===== config.mk =====
export PLATFORM = sky130hd
export DESIGN_NAME = dic_top
export DESIGN_NICKNAME = d
export VERILOG_FILES = /design/src/rtl/dic_pkg.sv /design/src/rtl/dic_top.sv
export VERILOG_INCLUDE_DIRS = /design/src /design/src/rtl
export SDC_FILE = /design/constraint.sdc
export NUM_CORES = 1
export LEC_CHECK = 0
export BUFFER_PORTS_ARGS = -buffer_cell sky130_fd_sc_hd__buf_4
export CAP_MARGIN = 30
export CORE_MARGIN = 3
export CORE_UTILIZATION = 45
export CTS_CLUSTER_DIAMETER = 80
export CTS_CLUSTER_SIZE = 40
export DETAILED_ROUTE_END_ITERATION = 7
export HOLD_SLACK_MARGIN = 0.1
export PLACE_DENSITY = 0.65
export REMOVE_ABC_BUFFERS = 1
export SETUP_SLACK_MARGIN = 0.02
export SLEW_MARGIN = 20
export SYNTH_ARGS = -nofsm -noshare
export SYNTH_HDL_FRONTEND = slang
export SYNTH_SLANG_ARGS = --single-unit
export TNS_END_PERCENT = 5

===== constraint.sdc =====
create_clock -name aclk -period 3 [get_ports aclk]
set_input_delay 0 -clock aclk [delete_from_list [all_inputs] [get_ports aclk]]
set_output_delay 0 -clock aclk [all_outputs]
set_load 0.1 [all_outputs]

===== src/rtl/dic_cfg.svh =====
// register map, field positions, reset values and timing of the interrupt controller
`ifndef DIC_CFG_SVH
`define DIC_CFG_SVH

// --------------------------------------------------------------
// register byte offsets
// --------------------------------------------------------------
`define DIC_OFS_MASK        8'h00
`define DIC_OFS_CTRL        8'h04
`define DIC_OFS_FC          8'h08
`define DIC_OFS_CMD         8'h0C
`define DIC_OFS_STAT        8'h10
`define DIC_OFS_SVC         8'h14

// --------------------------------------------------------------
// control register fields
// --------------------------------------------------------------
`define DIC_CTL_PROG_EDGE   0
`define DIC_CTL_RX_EDGE     1
`define DIC_CTL_TX_EDGE     2
`define DIC_CTL_NEST        3
`define DIC_CTL_ALT_MODE    4
`define DIC_CTL_CTX_CLR     5
`define DIC_CTL_XTAL_OFF    6
`define DIC_CTL_FLAG_OUT    7

// --------------------------------------------------------------
// command register fields, force/clear split
// --------------------------------------------------------------
`define DIC_CMD_ENA         0
`define DIC_CMD_DIS         1
`define DIC_CMD_IDLE        2
`define DIC_CMD_SLOW        3
`define DIC_CMD_DIV_LO      4
`define DIC_CMD_DORMANT     6
`define DIC_FC_CLR_LO       16

// --------------------------------------------------------------
// reset values, vectors, sizes
// --------------------------------------------------------------
`define DIC_MASK_RST        11'h000
`define DIC_CTRL_RST        8'h00
`define DIC_VEC_RESET       14'h0000
`define DIC_VEC_PD          14'h002C
`define DIC_SLOW_BASE       14'h0010
`define DIC_NSRC            11
`define DIC_STACK_LEVELS    12

// --------------------------------------------------------------
// timing
// --------------------------------------------------------------
`define DIC_CLK_NS          20
`define DIC_INCLK_NS        40
`define DIC_WAKE_RUN_INCLK  200
`define DIC_WAKE_XTAL_INCLK 4096

`endif


===== src/rtl/dic_pkg.sv =====
// types shared by the interrupt controller
package dic_pkg;

	typedef enum logic [2:0] {
		ST_RUN,
		ST_IDLE,
		ST_SLOW,
		ST_DORMANT,
		ST_WAKE
	} dic_pm_t;

	typedef logic [13:0] dic_vec_t;

endpackage


===== src/rtl/dic_top.sv =====
// prioritising interrupt controller with idle and power-down control, AXI4-Lite registers
//
// How it works
// - eleven sources plus reset, fixed priority, one service pulse to the sequencer
// - vectors: reset 0000, power-down 002C, others 0004 upward by four, timer 0028
// - pending requests ANDed with the mask; lowest index survivor is taken
// - power-down and reset ignore the mask register
// - programmable pin and both alternate frame requests pick edge or level by control bits
// - level pins always level; edge pin always edge, forceable and clearable
// - nesting bit: higher priority preempts, else wait until no handler active
// - no interrupt taken the cycle after a mask register write
// - write-only force/clear register sets or clears pending requests, reads zero
// - each take pushes in-service state onto a twelve-level hardware stack
// - global enable/disable commands gate every interrupt, DMA grants untouched
// - global enable is set by reset
// - alternate mode: frame pins become requests on port-1 vectors, data pins flags
// - running clock: resume 200 input-clock cycles after leaving power-down
// - crystal stopped: wait about 4096 input-clock cycles before resuming
// - power-down starts from the request pin or the software force bit
// - power-down first raises its nonmaskable edge interrupt; handler enters dormant
// - context bit picks resume in place or restart from vector 0000
// - reset ends power-down
// - power-down acknowledge shows the dormant state
// - idle stalls until an unmasked request, then resumes, and serves it if global enable is set
// - DMA requests still granted while idle
// - slow idle divides by 16/32/64/128; wake-up takes at most that many cycles
//
// Our own choices: the AXI4-Lite slave port and the placing of the registers.
`timescale 1ns/1ps
`include "dic_cfg.svh"

module dic_top #(
	parameter int WAKE_XTAL_CYC = `DIC_WAKE_XTAL_INCLK * `DIC_INCLK_NS / `DIC_CLK_NS,
	parameter int STACK_DEPTH   = `DIC_STACK_LEVELS
) (
	input  wire logic         aclk,
	input  wire logic         aresetn,
	input  wire logic [7:0]   s_axi_awaddr,
	input  wire logic         s_axi_awvalid,
	output logic              s_axi_awready,
	input  wire logic [31:0]  s_axi_wdata,
	input  wire logic [3:0]   s_axi_wstrb,
	input  wire logic         s_axi_wvalid,
	output logic              s_axi_wready,
	output logic [1:0]        s_axi_bresp,
	output logic              s_axi_bvalid,
	input  wire logic         s_axi_bready,
	input  wire logic [7:0]   s_axi_araddr,
	input  wire logic         s_axi_arvalid,
	output logic              s_axi_arready,
	output logic [31:0]       s_axi_rdata,
	output logic [1:0]        s_axi_rresp,
	output logic              s_axi_rvalid,
	input  wire logic         s_axi_rready,
	input  wire logic         programmable_request_pin_n,
	input  wire logic         level_request_pin_a_n,
	input  wire logic         level_request_pin_b_n,
	input  wire logic         edge_request_pin_n,
	input  wire logic         alt_receive_frame_request_n,
	input  wire logic         alt_transmit_frame_request_n,
	input  wire logic         alt_flag_input,
	input  wire logic         power_down_request_pin_n,
	input  wire logic         sp0_tx_irq,
	input  wire logic         sp0_rx_irq,
	input  wire logic         sp1_tx_irq,
	input  wire logic         sp1_rx_irq,
	input  wire logic         byte_dma_irq,
	input  wire logic         timer_irq,
	input  wire logic         handler_done,
	input  wire logic         dma_req,
	output logic              service_req,
	output dic_pkg::dic_vec_t service_vector,
	output logic              ctx_clear,
	output logic              run_enable,
	output logic              pd_ack,
	output logic              dma_grant,
	output logic              alt_flag_output
);
	import dic_pkg::*;

	localparam int NSRC = `DIC_NSRC;
	localparam logic [13:0] WAKE_RUN_CYC =
		14'(`DIC_WAKE_RUN_INCLK * `DIC_INCLK_NS / `DIC_CLK_NS);
	localparam logic [13:0] WAKE_XTAL_W = 14'(WAKE_XTAL_CYC);
	localparam logic [3:0]  DEPTH_W = 4'(STACK_DEPTH);

	if (STACK_DEPTH < 1 || STACK_DEPTH > 15 || WAKE_XTAL_CYC < 1 || WAKE_XTAL_CYC > 16383) begin : g_chk
		$error("dic_top: parameter out of range");
	end

	// --------------------------------------------------------------
	// state
	// --------------------------------------------------------------
	logic            awready_r, wready_r, bvalid_r, arready_r, rvalid_r;
	logic            aw_got_r, w_got_r;
	logic [7:0]      awaddr_r;
	logic [31:0]     wd_r, rdata_r;
	logic [1:0]      bresp_r, rresp_r;
	logic [NSRC-1:0] mask_r, latch_r, active_r;
	logic [7:0]      ctl_r;
	logic            gie_r, mblock_r;
	logic [4:0]      prev_r;
	logic [3:0]      depth_r;
	logic [NSRC-1:0] stk_r [STACK_DEPTH];
	dic_pm_t         pm_r, pm_nxt;
	logic [13:0]     cnt_r, cnt_nxt;
	logic [1:0]      div_r;
	logic            svc_r, ctx_r, run_r, pdack_r, grant_r;
	dic_vec_t        vec_r;

	// --------------------------------------------------------------
	// bus decode
	// --------------------------------------------------------------
	wire        do_wr    = aw_got_r & w_got_r & ~bvalid_r;
	wire [7:0]  wa_w     = {awaddr_r[7:2], 2'b00};
	wire [7:0]  ra_w     = {s_axi_araddr[7:2], 2'b00};
	wire        ws_mask  = wa_w == `DIC_OFS_MASK;
	wire        ws_ctrl  = wa_w == `DIC_OFS_CTRL;
	wire        ws_fc    = wa_w == `DIC_OFS_FC;
	wire        ws_cmd   = wa_w == `DIC_OFS_CMD;
	wire        ws_ro    = (wa_w == `DIC_OFS_STAT) | (wa_w == `DIC_OFS_SVC);
	wire        ws_ok    = ws_mask | ws_ctrl | ws_fc | ws_cmd | ws_ro;
	wire        wr_mask  = do_wr & ws_mask;
	wire        wr_ctrl  = do_wr & ws_ctrl;
	wire        wr_fc    = do_wr & ws_fc;
	wire        wr_cmd   = do_wr & ws_cmd;
	wire [31:0] wstrb_x  = {{8{s_axi_wstrb[3]}}, {8{s_axi_wstrb[2]}},
		{8{s_axi_wstrb[1]}}, {8{s_axi_wstrb[0]}}};
	wire        rs_ok    = (ra_w == `DIC_OFS_MASK) | (ra_w == `DIC_OFS_CTRL)
		| (ra_w == `DIC_OFS_FC) | (ra_w == `DIC_OFS_CMD)
		| (ra_w == `DIC_OFS_STAT) | (ra_w == `DIC_OFS_SVC);

	// --------------------------------------------------------------
	// request sources
	// --------------------------------------------------------------
	wire [4:0]  pins_n   = {alt_transmit_frame_request_n, alt_receive_frame_request_n,
		edge_request_pin_n, programmable_request_pin_n, power_down_request_pin_n};
	wire [4:0]  fall_w   = prev_r & ~pins_n;
	wire        alt_w    = ctl_r[`DIC_CTL_ALT_MODE];
	wire        pg_edge  = ctl_r[`DIC_CTL_PROG_EDGE];
	wire        rx_edge  = ctl_r[`DIC_CTL_RX_EDGE];
	wire        tx_edge  = ctl_r[`DIC_CTL_TX_EDGE];
	wire        pd_ev    = fall_w[0] & (pm_r != ST_DORMANT);
	wire        rx1_ev   = alt_w ? (rx_edge & fall_w[3]) : sp1_rx_irq;
	wire        tx1_ev   = alt_w ? (tx_edge & fall_w[4]) : sp1_tx_irq;
	wire        rx1_lv   = alt_w & ~rx_edge & ~alt_receive_frame_request_n;
	wire        tx1_lv   = alt_w & ~tx_edge & ~alt_transmit_frame_request_n;
	wire        pg_lv    = ~pg_edge & ~programmable_request_pin_n;
	wire [NSRC-1:0] frc_w = wr_fc ? wd_r[NSRC-1:0] : '0;
	wire [NSRC-1:0] fcl_w = wr_fc ? wd_r[`DIC_FC_CLR_LO +: NSRC] : '0;
	wire [NSRC-1:0] set_w = {timer_irq, rx1_ev, tx1_ev, byte_dma_irq, fall_w[2], sp0_rx_irq,
		sp0_tx_irq, 2'b00, pg_edge & fall_w[1], pd_ev} | frc_w;
	wire [NSRC-1:0] lvl_w = {1'b0, rx1_lv, tx1_lv, 4'h0, ~level_request_pin_a_n,
		~level_request_pin_b_n, pg_lv, 1'b0};
	wire [NSRC-1:0] pend_w = latch_r | lvl_w;
	wire [NSRC-1:0] cand_w = pend_w & {mask_r[NSRC-1:1], 1'b1};

	// --------------------------------------------------------------
	// arbitration
	// --------------------------------------------------------------
	logic [NSRC-1:0] allow_w, ok_w, latch_nxt;
	logic [3:0]      sel_idx;
	logic            any_ok;

	for (genvar g = 0; g < NSRC; g++) begin : g_src
		localparam logic [NSRC-1:0] UPTO = NSRC'((1 << (g + 1)) - 1);
		assign allow_w[g] = ctl_r[`DIC_CTL_NEST] ? ~|(active_r & UPTO) : ~|active_r;
		assign ok_w[g] = cand_w[g] & allow_w[g];
	end

	always_comb begin
		sel_idx = 4'h0;
		any_ok  = 1'b0;
		for (int i = NSRC - 1; i >= 0; i--) begin
			if (ok_w[i]) begin
				sel_idx = 4'(i);
				any_ok  = 1'b1;
			end
		end
	end

	wire        full_w   = depth_r == DEPTH_W;
	wire        take_w   = (pm_r == ST_RUN) & gie_r & ~mblock_r & any_ok
		& ~handler_done & ~full_w;
	wire [NSRC-1:0] take_oh = take_w ? (NSRC'(1) << sel_idx) : '0;
	wire        pop_w    = handler_done & (depth_r != 4'h0);
	wire        restart_w = (pm_r == ST_WAKE) & (cnt_r == 14'h0000) & ctl_r[`DIC_CTL_CTX_CLR];
	wire [NSRC-1:0] clr_w = fcl_w | take_oh;
	wire [13:0] vec_w    = (sel_idx == 4'h0) ? `DIC_VEC_PD : {8'h00, sel_idx, 2'b00};
	assign latch_nxt = set_w | (latch_r & ~clr_w);

	// --------------------------------------------------------------
	// command decode
	// --------------------------------------------------------------
	wire        c_ena    = wr_cmd & wd_r[`DIC_CMD_ENA];
	wire        c_dis    = wr_cmd & wd_r[`DIC_CMD_DIS];
	wire        c_idle   = wr_cmd & wd_r[`DIC_CMD_IDLE];
	wire        c_slow   = wd_r[`DIC_CMD_SLOW];
	wire [1:0]  c_div    = wd_r[`DIC_CMD_DIV_LO +: 2];
	wire        c_dorm   = wr_cmd & wd_r[`DIC_CMD_DORMANT];
	wire [13:0] slow_n   = `DIC_SLOW_BASE << div_r;

	// --------------------------------------------------------------
	// power management
	// --------------------------------------------------------------
	always_comb begin
		pm_nxt  = pm_r;
		cnt_nxt = (cnt_r == 14'h0000) ? 14'h0000 : cnt_r - 14'h0001;
		case (pm_r)
			ST_RUN: begin
				if (c_dorm) begin
					pm_nxt = ST_DORMANT;
				end else if (c_idle && c_slow) begin
					pm_nxt  = ST_SLOW;
					cnt_nxt = (`DIC_SLOW_BASE << c_div) - 14'h0001;
				end else if (c_idle) begin
					pm_nxt = ST_IDLE;
				end
			end
			ST_IDLE: begin
				if (|cand_w) pm_nxt = ST_RUN;
			end
			ST_SLOW: begin
				if (cnt_r == 14'h0000) begin
					cnt_nxt = slow_n - 14'h0001;
					if (|cand_w) pm_nxt = ST_RUN;
				end
			end
			ST_DORMANT: begin
				if (fall_w[0]) begin
					pm_nxt  = ST_WAKE;
					cnt_nxt = ctl_r[`DIC_CTL_XTAL_OFF] ? WAKE_XTAL_W - 14'h0001
						: WAKE_RUN_CYC - 14'h0001;
				end
			end
			ST_WAKE: begin
				if (cnt_r == 14'h0000) pm_nxt = ST_RUN;
			end
			default: pm_nxt = ST_RUN;
		endcase
	end

	always_ff @(posedge aclk) begin
		if (!aresetn) begin
			pm_r  <= ST_RUN;
			cnt_r <= 14'h0000;
			div_r <= 2'b00;
		end else begin
			pm_r  <= pm_nxt;
			cnt_r <= cnt_nxt;
			if (pm_r == ST_RUN && c_idle) div_r <= c_div;
		end
	end

	// --------------------------------------------------------------
	// controller registers
	// --------------------------------------------------------------
	always_ff @(posedge aclk) begin
		if (!aresetn) begin
			mask_r   <= `DIC_MASK_RST;
			ctl_r    <= `DIC_CTRL_RST;
			gie_r    <= 1'b1;
			mblock_r <= 1'b0;
			latch_r  <= '0;
			prev_r   <= 5'h1F;
		end else begin
			prev_r   <= pins_n;
			mblock_r <= wr_mask;
			if (restart_w) begin
				mask_r  <= `DIC_MASK_RST;
				gie_r   <= 1'b1;
				latch_r <= '0;
			end else begin
				if (wr_mask) mask_r <= {wd_r[NSRC-1:1], 1'b0};
				gie_r   <= c_dis ? 1'b0 : (c_ena ? 1'b1 : gie_r);
				latch_r <= latch_nxt;
			end
			if (wr_ctrl) ctl_r <= wd_r[7:0];
		end
	end

	// --------------------------------------------------------------
	// hardware stack of in-service state
	// --------------------------------------------------------------
	always_ff @(posedge aclk) begin
		if (!aresetn) begin
			active_r <= '0;
			depth_r  <= 4'h0;
		end else if (restart_w) begin
			active_r <= '0;
			depth_r  <= 4'h0;
		end else if (pop_w) begin
			active_r <= stk_r[depth_r - 4'h1];
			depth_r  <= depth_r - 4'h1;
		end else if (take_w) begin
			active_r <= active_r | take_oh;
			depth_r  <= depth_r + 4'h1;
		end
	end

	always_ff @(posedge aclk) begin
		if (take_w) stk_r[depth_r] <= active_r;
	end

	// --------------------------------------------------------------
	// sequencer and pin outputs
	// --------------------------------------------------------------
	always_ff @(posedge aclk) begin
		if (!aresetn) begin
			svc_r   <= 1'b0;
			ctx_r   <= 1'b0;
			vec_r   <= `DIC_VEC_RESET;
			run_r   <= 1'b0;
			pdack_r <= 1'b0;
			grant_r <= 1'b0;
		end else begin
			svc_r   <= take_w | restart_w;
			ctx_r   <= restart_w;
			if (restart_w) vec_r <= `DIC_VEC_RESET;
			else if (take_w) vec_r <= vec_w;
			run_r   <= pm_nxt == ST_RUN;
			pdack_r <= pm_nxt == ST_DORMANT;
			grant_r <= dma_req & (pm_r != ST_DORMANT);
		end
	end

	assign service_req     = svc_r;
	assign service_vector  = vec_r;
	assign ctx_clear       = ctx_r;
	assign run_enable      = run_r;
	assign pd_ack          = pdack_r;
	assign dma_grant       = grant_r;
	assign alt_flag_output = ctl_r[`DIC_CTL_FLAG_OUT];

	// --------------------------------------------------------------
	// AXI4-Lite slave
	// --------------------------------------------------------------
	wire [31:0] stat_w = {11'h000, alt_flag_input, depth_r, pdack_r, 3'(pm_r),
		gie_r, pend_w};
	wire [31:0] svc_w  = {2'b00, vec_r, 5'h00, active_r};
	wire [31:0] rmux_w =
		(ra_w == `DIC_OFS_MASK) ? {21'h000000, mask_r} :
		(ra_w == `DIC_OFS_CTRL) ? {24'h000000, ctl_r} :
		(ra_w == `DIC_OFS_STAT) ? stat_w :
		(ra_w == `DIC_OFS_SVC)  ? svc_w : 32'h00000000;

	always_ff @(posedge aclk) begin
		if (!aresetn) begin
			awready_r <= 1'b1;
			wready_r  <= 1'b1;
			aw_got_r  <= 1'b0;
			w_got_r   <= 1'b0;
			awaddr_r  <= 8'h00;
			wd_r      <= 32'h00000000;
			bvalid_r  <= 1'b0;
			bresp_r   <= 2'b00;
		end else begin
			if (s_axi_awvalid && awready_r) begin
				awaddr_r  <= s_axi_awaddr;
				aw_got_r  <= 1'b1;
				awready_r <= 1'b0;
			end
			if (s_axi_wvalid && wready_r) begin
				wd_r     <= s_axi_wdata & wstrb_x;
				w_got_r  <= 1'b1;
				wready_r <= 1'b0;
			end
			if (do_wr) begin
				aw_got_r <= 1'b0;
				w_got_r  <= 1'b0;
				bvalid_r <= 1'b1;
				bresp_r  <= ws_ok ? 2'b00 : 2'b10;
			end
			if (bvalid_r && s_axi_bready) begin
				bvalid_r  <= 1'b0;
				awready_r <= 1'b1;
				wready_r  <= 1'b1;
			end
		end
	end

	always_ff @(posedge aclk) begin
		if (!aresetn) begin
			arready_r <= 1'b1;
			rvalid_r  <= 1'b0;
			rdata_r   <= 32'h00000000;
			rresp_r   <= 2'b00;
		end else if (s_axi_arvalid && arready_r) begin
			arready_r <= 1'b0;
			rvalid_r  <= 1'b1;
			rdata_r   <= rmux_w;
			rresp_r   <= rs_ok ? 2'b00 : 2'b10;
		end else if (rvalid_r && s_axi_rready) begin
			arready_r <= 1'b1;
			rvalid_r  <= 1'b0;
		end
	end

	assign s_axi_awready = awready_r;
	assign s_axi_wready  = wready_r;
	assign s_axi_bvalid  = bvalid_r;
	assign s_axi_bresp   = bresp_r;
	assign s_axi_arready = arready_r;
	assign s_axi_rvalid  = rvalid_r;
	assign s_axi_rdata   = rdata_r;
	assign s_axi_rresp   = rresp_r;
endmodule // dic_top


# Word level (Yosys, flattened, before mapping)
# Memory sizes are Yosys's and may differ from the RTL's.
# Index checks and enable logic that the tools add are counted.
# op_classes
eq_ne	17
add_sub_neg	5
magnitude_cmp	0
n_shift	3
reduce_logical	42
n_div	0
muxes	71
n_bitwise	74
mul	0
# ops
cell	n
two-way mux 30 bit	4
two-way mux 14 bit	5
two-way mux 11 bit	5
two-way mux 4 bit	13
bitwise OR 11 bit	4
case mux 14 bit (3 select lines)	1
subtractor 14 x 1 -> 14 bit (second input constant)	3
bitwise AND 1 bit	39
two-way mux 1 bit	31
<< shifter 5 x 2 -> 14 bit (first input constant)	2
bitwise AND 27 bit	1
equality test 6 x 2 -> 1 bit (second input constant)	4
equality test 6 x 3 -> 1 bit (second input constant)	4
bitwise AND 11 bit	2
OR reduction 11 bit	2
two-way mux 3 bit	7
logical NOT 8 bit	2
case mux 3 bit (5 select lines)	1
logical NOT 14 bit	1
two-way mux 13 bit	1
inverter 1 bit	13
equality test 6 x 1 -> 1 bit (second input constant)	2
logical NOT 1 bit	11
inverter 11 bit	1
other kinds (28)	53
# word_totals
ram_bits	132
word_cells	242
latch_bits	0
memories	1
rom_bits	0
ff_bits	167
inputBits	75
# memory_table
memory	words	word_bits	rd	rd_ports_with_merged_regs	wr	line	text
stk_r	12	11	1	0	1	dic_top.sv:104	logic [NSRC-1:0] stk_r [STACK_DEPTH];

# Depth between registers and ports, before layout
# Gate-level depths: netlist of run 1.
# depth
depth_word	25
depth_mapped	12

# Worst setup path before layout of run 1
# OpenSTA, ideal clock, no wires.
# synth_timing
kind	reg-to-reg
from	register depth_r[0]
to	memory stk_r[10][0] (netlist name) (enable)
required_time_ns	2.650
period_less_slack_ns	3.179
setup_slack_ns	-0.179
stages_incl_launch_ff	11
arrival_time_ns	2.829
path_cell_list	dfxtp_1 buf_2 buf_1 inv_1 ha_1 clkbuf_1 nand3_1 nand3_1 a31oi_1 clkbuf_2 and4b_1
# synth_between
elab_chain_len	5
# synth_lines
element	line	text
start: declaration	dic_top.sv:103	logic [3:0] depth_r;
start signal: assignment	dic_top.sv:294	depth_r <= depth_r - 4'h1;
start signal: assignment	dic_top.sv:297	depth_r <= depth_r + 4'h1;
equality test 4 bit	dic_top.sv:182	wire full_w = depth_r == DEPTH_W;
inverter 1 bit	dic_top.sv:184	& ~handler_done & ~full_w;
bitwise AND 1 bit	dic_top.sv:184	
two-way mux 1 bit	dic_top.sv:302	if (take_w) stk_r[depth_r] <= active_r;
two-way mux 1 bit (not written as such)	dic_top.sv:302	
end: declaration	dic_top.sv:104	
# Several ways; a longest one is shown, not always the timed one.

# Final worst setup path of run 1
# layout_timing
from	register active_r[4]
to	memory stk_r[9][4] (netlist name) (enable)
# layout_between
elab_chain_len	19
elab_cells_between_ends	51
cone_classes	mux: 23; bitwise: 14; reduce/logical: 14
# layout_lines
element	line	text
start: declaration	dic_top.sv:99	logic [NSRC-1:0] mask_r, latch_r, active_r;
start signal: assignment	dic_top.sv:293	active_r <= stk_r[depth_r - 4'h1];
start signal: assignment	dic_top.sv:296	active_r <= active_r | take_oh;
OR reduction 11 bit / OR reduction 10 bit (equally long branches)	dic_top.sv:167	assign allow_w[g] = ctl_r[`DIC_CTL_NEST] ? ~|(active_r & UPTO) : ~|active_r;
logical NOT 1 bit	dic_top.sv:167	
bitwise AND 1 bit / two-way mux 1 bit (equally long branches)	dic_top.sv:168, dic_top.sv:167	
two-way mux 1 bit / bitwise AND 1 bit (equally long branches)	dic_top.sv:175, dic_top.sv:168	
two-way mux 1 bit (9 in a row)	dic_top.sv:175	if (ok_w[i]) begin
two-way mux 1 bit (*)	dic_top.sv:175	
bitwise AND 1 bit (*)	dic_top.sv:183	wire take_w = (pm_r == ST_RUN) & gie_r & ~mblock_r & any_ok
bitwise AND 1 bit (*) (2 in a row)	dic_top.sv:184	
two-way mux 1 bit (*)	dic_top.sv:302	
two-way mux 1 bit (not written as such) (*)	dic_top.sv:302	
# Mark *: on every way between the ends. The rest lies on a longest branch, timed or not.

==> results of run 1 <==
[final timing paths]
path                               from        endpoint  slack [ns]  cells past startpoint
hold / removal    level_request_pin_b_n  s_axi_rdata[2]        0.14                      5
setup / recovery            active_r[4]     stk_r[9][4]        0.16                      8
hold reg to reg             awaddr_r[7]     awaddr_r[7]        0.45                      2
setup reg to reg            active_r[4]     stk_r[9][4]        0.16                      8
[power breakdown]
group	internal, uW	switching (uW)	leakage (uW)
clock network	1010	1270	0.000234
logic	1360	1900	0.00273
registers	4240	240	0.00234
total	6620	3410	0.00530
[flip-flops by register name, summed over array words and instances, names as in the netlist, 2 cells and up]
register and cells:
active_r 11, awaddr_r 6, cnt_r 14, ctl_r 8, depth_r 4, div_r 2, latch_r 11, mask_r 10
pm_r 3, prev_r 5, s_axi_rdata 22, service_vector 4, stk_r 132, wd_r 22
[timing repair]
action / 4_1_cts / 5_1_grt
hold endpoints to repair: 82 / 0
setup buffers: 0 / 2
resized for setup: 0 / 2
hold buffers: 84 / 0
setup endpoints to repair: 0 / 1
[metrics by stage]
step	instance area, sq um	power (uW)	setup TNS, ns
after floorplan	11400	6680	-177.95
after global placement	12900	7650	0
after detailed placement	12900	7700	0
after CTS	14300	10100	0
after global routing	14300	10600	0
final	14300	10000	0
[cell usage after synthesis (4+ instances only)]
library cell / count
nand2_1: 84
nand4_1: 5
mux2i_1: 35
nand3_1: 51
o22ai_1: 10
or3_1: 4
nor2_1: 90
inv_1: 14
xnor2_1: 9
nor3b_1: 6
buf_2: 6
and4b_1: 8
edfxtp_1: 132
o211ai_1: 7
clkbuf_1: 49
buf_4: 22
o21ai_0: 38
xor2_1: 5
and2_1: 7
a211oi_1: 6
nand2b_1: 14
a22oi_1: 22
and3_1: 13
a31oi_1: 4
nor2b_1: 6
o21a_1: 9
dfxtp_1: 138
ha_1: 7
nor3_1: 24
mux4_2: 40
nor4_1: 4
a21oi_1: 73
[routing by layer]
layer,up-vias,global-route usage,routed length (um)
li1,4091,-,-
met1,4146,0.270,12700
met2,242,0.351,14200
met3,42,0.0222,1390
met4,0,0.0516,722
met5,-,0,0
[worst max-delay path, delay by kind of cell, from the launching register on]
family                 cells  cell delay (ns)
DFF                        1             0.39
buffers and inverters      2             0.46
AOI/OAI and AO/OA          2             0.39
and+or+nand+nor            4             1.30
[cell type report]
| type | instances | area, sq um | area share |
|---|---|---|---|
| clock buffer | 17 | 393 | 0.0275 |
| clock inverter | 7 | 97.6 | 0.00683 |
| inverter | 15 | 56.3 | 0.00394 |
| multi-input combinational | 668 | 4660 | 0.326 |
| sequential | 270 | 6730 | 0.471 |
| tap | 330 | 413 | 0.0289 |
| timing repair buffer | 231 | 1940 | 0.136 |
[cell usage in the layout, fill, tap and decap left out, types with 13 or more instances in the layout]
cell,Yosys,layout
and3_1,13,13
nor3_1,24,23
inv_1,14,14
mux4_2,40,40
dlygate4sd3_1,0,84
nand2b_1,14,14
o21ai_0,38,37
edfxtp_1,132,132
nand2_1,84,84
nand3_1,51,51
a22oi_1,22,22
clkbuf_16,0,15
mux2i_1,35,35
dfxtp_1,138,137
conb_1,1,22
a21oi_1,73,73
buf_4,22,147
nor2_1,90,90
[cell families after synthesis]
group / Yosys count / share of synthesized area
AO/OA/AOI/OAI: 209 / 0.114
XOR/XNOR: 14 / 0.0105
adder cells (fa/ha/maj): 7 / 0.00746
buffers and inverters: 96 / 0.0385
flip-flops: 270 / 0.573
multiplexers: 78 / 0.110
other: 1 / 0.000320
AND/OR/NAND/NOR: 338 / 0.146
==> summary.txt, run 1 <==
Timing
  – Crit path time final: about 2.8 ns
  – Rel. slew slack: 0.488
  – Worst-margin pin slew: roughly 0.77 ns
  – Final hold vios: 0
  – Max Fclk: roughly 0.35 GHz
  – Final WS setup: between 0.15 and 0.2 ns
  – Max Slew Vio Count: 0
  – # setup viols final: 0
  – Setup repair after global routing missed its margin: no
  – Worst Clk Skew: slightly above 0.03 ns
  – Hold_ws: 0.139 ns
  – Fin crit share: 0.947

Global route
  – Initial antenna violation count: 0
  – Total GRT Usage: 0.201
  – First-pass GRT wire length: between 40 and 50 mm
  – Remaining global-route overflow: 0
  – Vias in the first global route: roughly 8.3k
  – Largest net degree at the start of global routing: 53

Run status
  – Status: finished, final reports clean

Worst setup path
  – Cell Chain, Critical Path: nor4_4, o2bb2ai_1, nand4_1, and3_1, a31oi_1, buf_4, and4b_1, buf_4
  – CP dominant cell by count: buf_4
  – Slowest cell delay on critical path: 0.46 ns
  – Required time of the critical path: between 3 and 4 ns
  – Slowest CP cell: nor4_4
  – Crit. End Element: register
  – Max Fanout on Critical Path: 22
  – Worst Path Arrival: ~3 ns
  – Setup CP Type: register to register
  – Crit start category: register

Synthesis
  – Yosys top cell area share: 0.338
  – Netlist Area Pre-Place: approximately 12000 sq um
  – Ys async rst share: 0
  – Mean Syn Cell Area: approximately 12 sq um
  – Yosys reg bits: 270
  – Yosys warning total: 0
  – Most common flop cell mapped by yosys: dfxtp_1
  – Cell variety after synth: 75
  – EDFF count, synth: roughly 130
  – Largest area contributor in the netlist: edfxtp_1
  – Synth top area cells: edfxtp_1 (34%), dfxtp_1 (24%), mux4_2 (7.7%)
  – Seq/Total Area, Yosys: 0.573
  – Syn Inst Count: 1013

Cells and area
  – Area growth, synth to finish: 21.8%
  – Fillers: 2145
  – Count of non-filler cells in the finished layout: ~1.5k
  – Layout cells sized above 1: 0.196
  – ANT cells: 0
  – Final core utilization: 0.563
  – Nets@finish: about 1.3k

Pwr
  – VDD IR max: roughly 550 uV
  – Power per cell area: roughly 700 nW/um^2
  – Leakage: approximately 0.0053 uW

Route
  – Final ANT Viol Nets: 0
  – Iter 0 DRT Violations: 712
  – # DRC: 0
  – Drt total wl: a little under 30 mm
  – Vias per cell: 5.54
  – Average wire per cell in the routed design: 18.9 um
  – Pre-Repair DR Iteration Count: 5
  – Routed vias: ~8.5k

Clock tree
  – Max Root-Sink Buffers: 3
  – CTS Root Cell: clkbuf_16
  – Clock Sinks: 270
  – TritonCTS clock tree: built
  – Num CTS Buffers: 15
  – CTS H-Tree Depth: 1
  – Worst skew pair latency: around 0.50 ns
  – Reg clk slew, reported paths: approximately 0.090 ns

Placed design
  – PortBufs: 99
  – DP Worst Slack: 0.195 ns
  – Dpl hpwl: about 20 mm
  – Placed cell count: approximately 1.4k
  – Final GP Congestion: about 0.9

Floorplan
  – Die area: 28000 sq um
  – Starting Density: 0.462
  – Row cnt: 58
  – Total core area: 25400 sq um
  – I/O pin total: between 100 and 150
  – Die width: around 170 um
  – Die height: 167 um

Hold path
  – Worst hold path type: input pin to register

Job
  – Max Cap Violations: 0
No activity file was read; power rests on OpenSTA's default activity.
==> run 2: changes to the inputs <==
==> constraint.sdc (replaced) <==
create_clock -name aclk -period 3 [get_ports aclk]
set_input_delay 0.3 -clock aclk [delete_from_list [all_inputs] [get_ports aclk]]
set_output_delay 0.3 -clock aclk [all_outputs]
set_load 0.1 [all_outputs]
==> run 2 against run 1 <==
Design area fell by 1.5%. First-iteration DRC count fell by 8.4%. Utilization fell by 0.86 points. Critical path type unchanged.
==> summary.txt, run 2 (synthesized netlist as in run 1, its figures left out) <==
Worst setup path
  – Slowest CP cell: nor4_4
  – FF-to-FF Start: active_r[4]
  – Buffer and inverter count on the worst path: 2 (unchanged)
  – Crit path launch: active_r[4]
  – Top delay family on crit path: simple AND/OR/NAND/NOR gates
  – Setup CP Type: register to register
  – Max Fanout on Critical Path: 22 (unchanged)
  – Cell Chain, Critical Path: nor4_4, a22oi_1, nand4b_1, and3_1, a31oi_1, buf_4, and3_1, buf_4
  – Crit start category: register
  – Slowest cell delay on critical path: 0.47 ns (about the same)
  – Crit. End Element: register
  – Required time of the critical path: 3.17 ns (-0.02 ns)
  – Worst Path Arrival: 2.95 ns (-0.08 ns)

Pwr
  – VDD IR max: 563 uV (+2.6%)
  – Leakage: 0.00523 uW (-1.4%)
  – Power Total: 10000 uW (about the same)
  – Power per cell area: 713 nW/um^2 (+1.5%)

Placed design
  – Final GP Congestion: 0.895 (+1.6%)
  – Dpl hpwl: 19.2 mm (-2.7%)
  – PortBufs: 99 (unchanged)

Timing
  – Max Fclk: 0.360 GHz (+2.2%)
  – Fin crit share: 0.926 (-0.0205)
  – # setup viols final: 0 (unchanged)
  – Max Slew Vio Count: 0 (unchanged)
  – Worst-margin pin slew: 0.693 ns (-0.0744 ns)
  – Rel. slew slack: 0.537 (+0.0484)
  – Crit path time final: 2.78 ns (-0.0616 ns)
  – Setup repair after global routing missed its margin: no
  – Final hold vios: 0 (unchanged)
  – Worst Clk Skew: 0.0306 ns (+0.000228 ns)
  – Setup tns final: 0 ns (unchanged)

Clock tree
  – CTS H-Tree Depth: 1 (unchanged)
  – Max Root-Sink Buffers: 3 (unchanged)
  – Num CTS Buffers: 14 (-1)
  – Reg clk slew, reported paths: 0.11 ns (+0.02 ns)
  – TritonCTS clock tree: built
  – Post-CTS setup buffer count: 0 (unchanged)
  – Worst skew pair latency: 0.50 ns (about the same)
  – Clock Sinks: 270 (unchanged)
  – CTS Root Cell: clkbuf_16

Global route
  – Largest net degree at the start of global routing: 53 (unchanged)
  – Initial antenna violation count: 0 (unchanged)
  – Remaining global-route overflow: 0 (unchanged)
  – Vias in the first global route: 8172 (-1.8%)
  – Total GRT Usage: 0.199 (-0.00210)
  – First-pass GRT wire length: 45.0 mm (-0.98%)

Cells and area
  – Nets@finish: 1256 (-2.1%)
  – Most frequent cells in the layout: buf_4 (145), dfxtp_1 (137), edfxtp_1 (132)
  – Final core utilization: 0.554 (-0.00862)
  – Max reg flops: 132 (unchanged)
  – Most common cell after layout, fill and taps aside: buf_4
  – Largest Register: stk_r
  – ANT cells: 0 (unchanged)
  – Layout cells sized above 1: 0.202 (+0.00601)
  – Area growth, synth to finish: 19.9%
  – Fillers: 2141 (-0.19%)

Floorplan
  – Die width: 167 um (unchanged)
  – Die height: 167 um (unchanged)
  – Starting Density: 0.462 (unchanged)
  – Die area: 28000 sq um (unchanged)
  – Total core area: 25400 sq um (unchanged)
  – Row cnt: 58 (unchanged)
  – I/O pin total: 136 (unchanged)

Route
  – # DRC: 0 (unchanged)
  – Final ANT Viol Nets: 0 (unchanged)
  – Iter 0 DRT Violations: 652 (-8.4%)
  – Average wire per cell in the routed design: 18.8 um (-0.46%)
  – Vias per cell: 5.56 (+0.39%)
  – Pre-Repair DR Iteration Count: 5 (unchanged)
  – Drt total wl: 28.4 mm (-2.1%)
  – Routed vias: 8410 (-1.3%)

Job
  – Max Cap Violations: 0 (unchanged)

Hold path
  – Worst Hold Launch: s_axi_wstrb[0]
  – Worst hold path type: input pin to register

Run status
  – Status: finished, final reports clean
run 2: tightest hold or removal path: stages:
cell	delay (ns)
buf_4	0.14
nand3_1	0.07
a21oi_1	0.06
run 2: path summary, 6_finish.rpt:
check | endpoint | slack (ns) | depth (start not counted)
hold / removal | wd_r[7] | 0.11 | 3
setup / recovery | stk_r[3][5] | 0.22 | 8
hold reg to reg | awaddr_r[6] | 0.46 | 2
setup reg to reg | stk_r[3][5] | 0.22 | 8
run 2: per-stage QoR:
| stage | worst slack, ns | hold WS (ns) | area [sq um] | cells |
|---|---|---|---|---|
| 2_1_floorplan | -1.21 | 0.369 | 11400 | 953 |
| 3_3_place_gp | 0.255 | 0.441 | 13000 | 1430 |
| 3_5_place_dp | 0.196 | 0.445 | 13000 | 1430 |
| 4_1_cts | 0.181 | 0.100 | 14100 | 1512 |
| 5_1_grt | 0.0760 | 0.109 | 14100 | 1512 |
| 6_report | 0.221 | 0.113 | 14100 | 1512 |
run 2: final cells by class:
cell class,count,area (sq um),area share
sequential,270,6730,0.478
multi-input combinational,668,4650,0.330
timing repair buffer,205,1710,0.121
tap,330,413,0.0293
clock buffer,15,375,0.0267
clock inverter,9,140,0.00996
inverter,15,56.3,0.00400
run 2: where the power goes:
group          internal (uW)  switching (uW)  total (uW)
combinational           1330            1860        3190
sequential              4240             234        4480
clock                   1020            1340        2360
total                   6600            3430       10000
run 2: timing repair:
action	CTS	global route
setup endpoints to repair	0	4
hold buffers	58	0
gates resized for setup	0	1
endpoints found under the hold margin	45	0
run 2: metal layers:
layer,share of wire,GRT usage
met1,0.45,0.279
met2,0.48,0.333
met3,0.044,0.0220
met4,0.023,0.0516
met5,0,0
==> run 3: changes to the inputs <==
Settings changed: SETUP_SLACK_MARGIN 0.02 to 0.4.
==> run 3 against run 2 <==
Sequential share of layout area shrank 0.67 points. Register-to-register slack better by 0.20 ns. Clock skew is essentially flat. Clock power barely moved. Total power grew 1.4%. Combinational power up 4%. Via count increased by 0.31%. Count of clock-buffer cells in the layout unchanged. Utilization increased by 0.80 points. Largest power group unchanged.
==> summary.txt, run 3 (synthesized netlist as in run 1, its figures left out) <==
Global route
  – Largest net degree at the start of global routing: 53 (unchanged)
  – Initial antenna violation count: 0 (unchanged)
  – Remaining global-route overflow: 0 (unchanged)
  – Total GRT Usage: 0.201 (+0.00162)
  – First-pass GRT wire length: 45.4 mm (+0.77%)
  – Vias in the first global route: 8261 (+1.1%)

Clock tree
  – Worst skew pair latency: 0.50 ns (about the same)
  – TritonCTS clock tree: built
  – Num CTS Buffers: 14 (unchanged)
  – Reg clk slew, reported paths: 0.12 ns (about the same)
  – Max Root-Sink Buffers: 3 (unchanged)
  – CTS H-Tree Depth: 1 (unchanged)
  – Clock Sinks: 270 (unchanged)
  – CTS Root Cell: clkbuf_16

Worst setup path
  – Crit path launch: active_r[5]
  – R2r worst-path depth: 9 (+1)
  – Setup CP Type: register to register
  – FF-to-FF Start: active_r[5]
  – Max Fanout on Critical Path: 6 (-73%)
  – Crit start category: register
  – Required time of the critical path: 3.22 ns (+0.05 ns)
  – Crit. End Element: register
  – Worst setup endpoint: stk_r[7][8]
  – Worst Path Arrival: 2.81 ns (-0.14 ns)
  – Flop2flop setup slack: 0.42 ns (+0.20 ns)
  – RR Endpoint: stk_r[7][8]

Floorplan
  – Die area: 28000 sq um (unchanged)
  – Row cnt: 58 (unchanged)
  – Total core area: 25400 sq um (unchanged)
  – Starting Density: 0.462 (unchanged)
  – Die width: 167 um (unchanged)
  – Die height: 167 um (unchanged)
  – I/O pin total: 136 (unchanged)

Cells and area
  – Largest Register: stk_r
  – ANT cells: 0 (unchanged)
  – Most common cell after layout, fill and taps aside: dfxtp_1
  – Count of non-filler cells in the finished layout: 1518 (+0.40%)
  – Layout cells sized above 1: 0.219 (+0.0167)
  – Final core utilization: 0.562 (+0.00803)
  – Nets@finish: 1262 (+0.48%)
  – Max reg flops: 132 (unchanged)
  – Area growth, synth to finish: 21.7%
  – Most frequent cells in the layout: dfxtp_1 (135), buf_4 (134), edfxtp_1 (132)

Timing
  – Worst-margin pin slew: 0.700 ns (+0.00675 ns)
  – Fin crit share: 0.861 (-0.0650)
  – Max Slew Vio Count: 0 (unchanged)
  – Worst Clk Skew: 0.0302 ns (-0.000426 ns)
  – Max Fclk: 0.387 GHz (+7.5%)
  – Crit path time final: 2.58 ns (-0.195 ns)
  – Setup tns final: 0 ns (unchanged)
  – Setup repair after global routing missed its margin: yes
  – Final hold vios: 0 (unchanged)
  – # setup viols final: 0 (unchanged)
  – Rel. slew slack: 0.532 (-0.00451)

Placed design
  – Final GP Congestion: 0.895 (unchanged)
  – Placed cell count: 1430 (unchanged)
  – Dpl hpwl: 19.2 mm (unchanged)
  – PortBufs: 99 (unchanged)

Route
  – Vias per cell: 5.56 (about the same)
  – Pre-Repair DR Iteration Count: 5 (unchanged)
  – # DRC: 0 (unchanged)
  – Average wire per cell in the routed design: 19.0 um (+1.0%)
  – Routed vias: 8436 (+0.31%)
  – Drt total wl: 28.8 mm (+1.4%)
  – Iter 0 DRT Violations: 651 (-0.15%)
  – Final ANT Viol Nets: 0 (unchanged)

Hold path
  – Worst hold path type: input pin to register

Run status
  – Status: finished, final reports clean

Job
  – Max Cap Violations: 0 (unchanged)

Pwr
  – Power per cell area: 712 nW/um^2 (about the same)
  – Leakage: 0.00528 uW (+1.0%)
  – VDD IR max: 564 uV (+0.31%)
==> run 3: changes by cell type in the layout (fill, tap and decap cells not counted), sizes merged <==
cell    delta
buf        +5
clkbuf     +1
==> run 3: per-stage QoR <==
step / power, uW / cell area [sq um] / worst slack [ns] / hold WS, ns
global route: 10700 / 14300 / 0.336 / 0.116
CTS: 10100 / 14200 / 0.356 / 0.100
finish: 10200 / 14300 / 0.416 / 0.115
floorplan: 6680 / 11400 / -1.21 / 0.369
detailed placement: 7710 / 13000 / 0.196 / 0.445
global placement: 7660 / 13000 / 0.255 / 0.441
==> run 3: layout make-up <==
type / instances / area, sq um
Fill cell: 2131 / 11100
Clock inverter: 9 / 140
Multi-Input combinational cell: 668 / 4750
Inverter: 15 / 56.3
Clock buffer: 15 / 375
Sequential cell: 270 / 6730
Timing Repair Buffer: 211 / 1810
Tap cell: 330 / 413
==> run 3: what timing repair did <==
item	4_1_cts	5_1_grt
resized for setup	20	24
gates cloned	1	2
endpoints found under the hold margin	45	0
hold buffers	58	0
endpoints found under the setup margin	146	151
pin swaps	1	4
buffers inserted	1	2
==> run 3: metal layers <==
metal	vias up	part of all wire	GRT usage	wire length (um)
met5	-	0	0	0
met4	0	0.028	0.0580	792
li1	4062	-	-	-
met2	185	0.48	0.335	13900
met3	44	0.035	0.0205	1020
met1	4145	0.45	0.281	13100
==> run 3: worst min path at each step <==
stage                        to  depth (start not counted)           start
floorplan             prev_r[1]                          1         aresetn
global placement       wd_r[23]                          2        wd_r[23]
detailed placement  awaddr_r[6]                          2     awaddr_r[6]
CTS                     wd_r[7]                          3  s_axi_wstrb[0]
global route            wd_r[7]                          3  s_axi_wstrb[0]
finish                  wd_r[7]                          3  s_axi_wstrb[0]
==> run 3: power breakdown <==
group          internal, uW  leakage (uW)  switching, uW  total (uW)
registers              4250       0.00234            245        4490
clock network          1020      0.000249           1340        2360
logic                  1410       0.00269           1910        3320
total                  6670       0.00528           3490       10200
==> run 3: worst max-delay path, stage by stage, from the launching register on <==
cell and delay (ns):
dfxtp_2 0.37, nor4_4 0.31, buf_4 0.17, and3_2 0.18, o21a_1 0.25, nor3_2 0.10
a31oi_4 0.26, buf_6 0.15, and4b_2 0.29, clkbuf_4 0.21
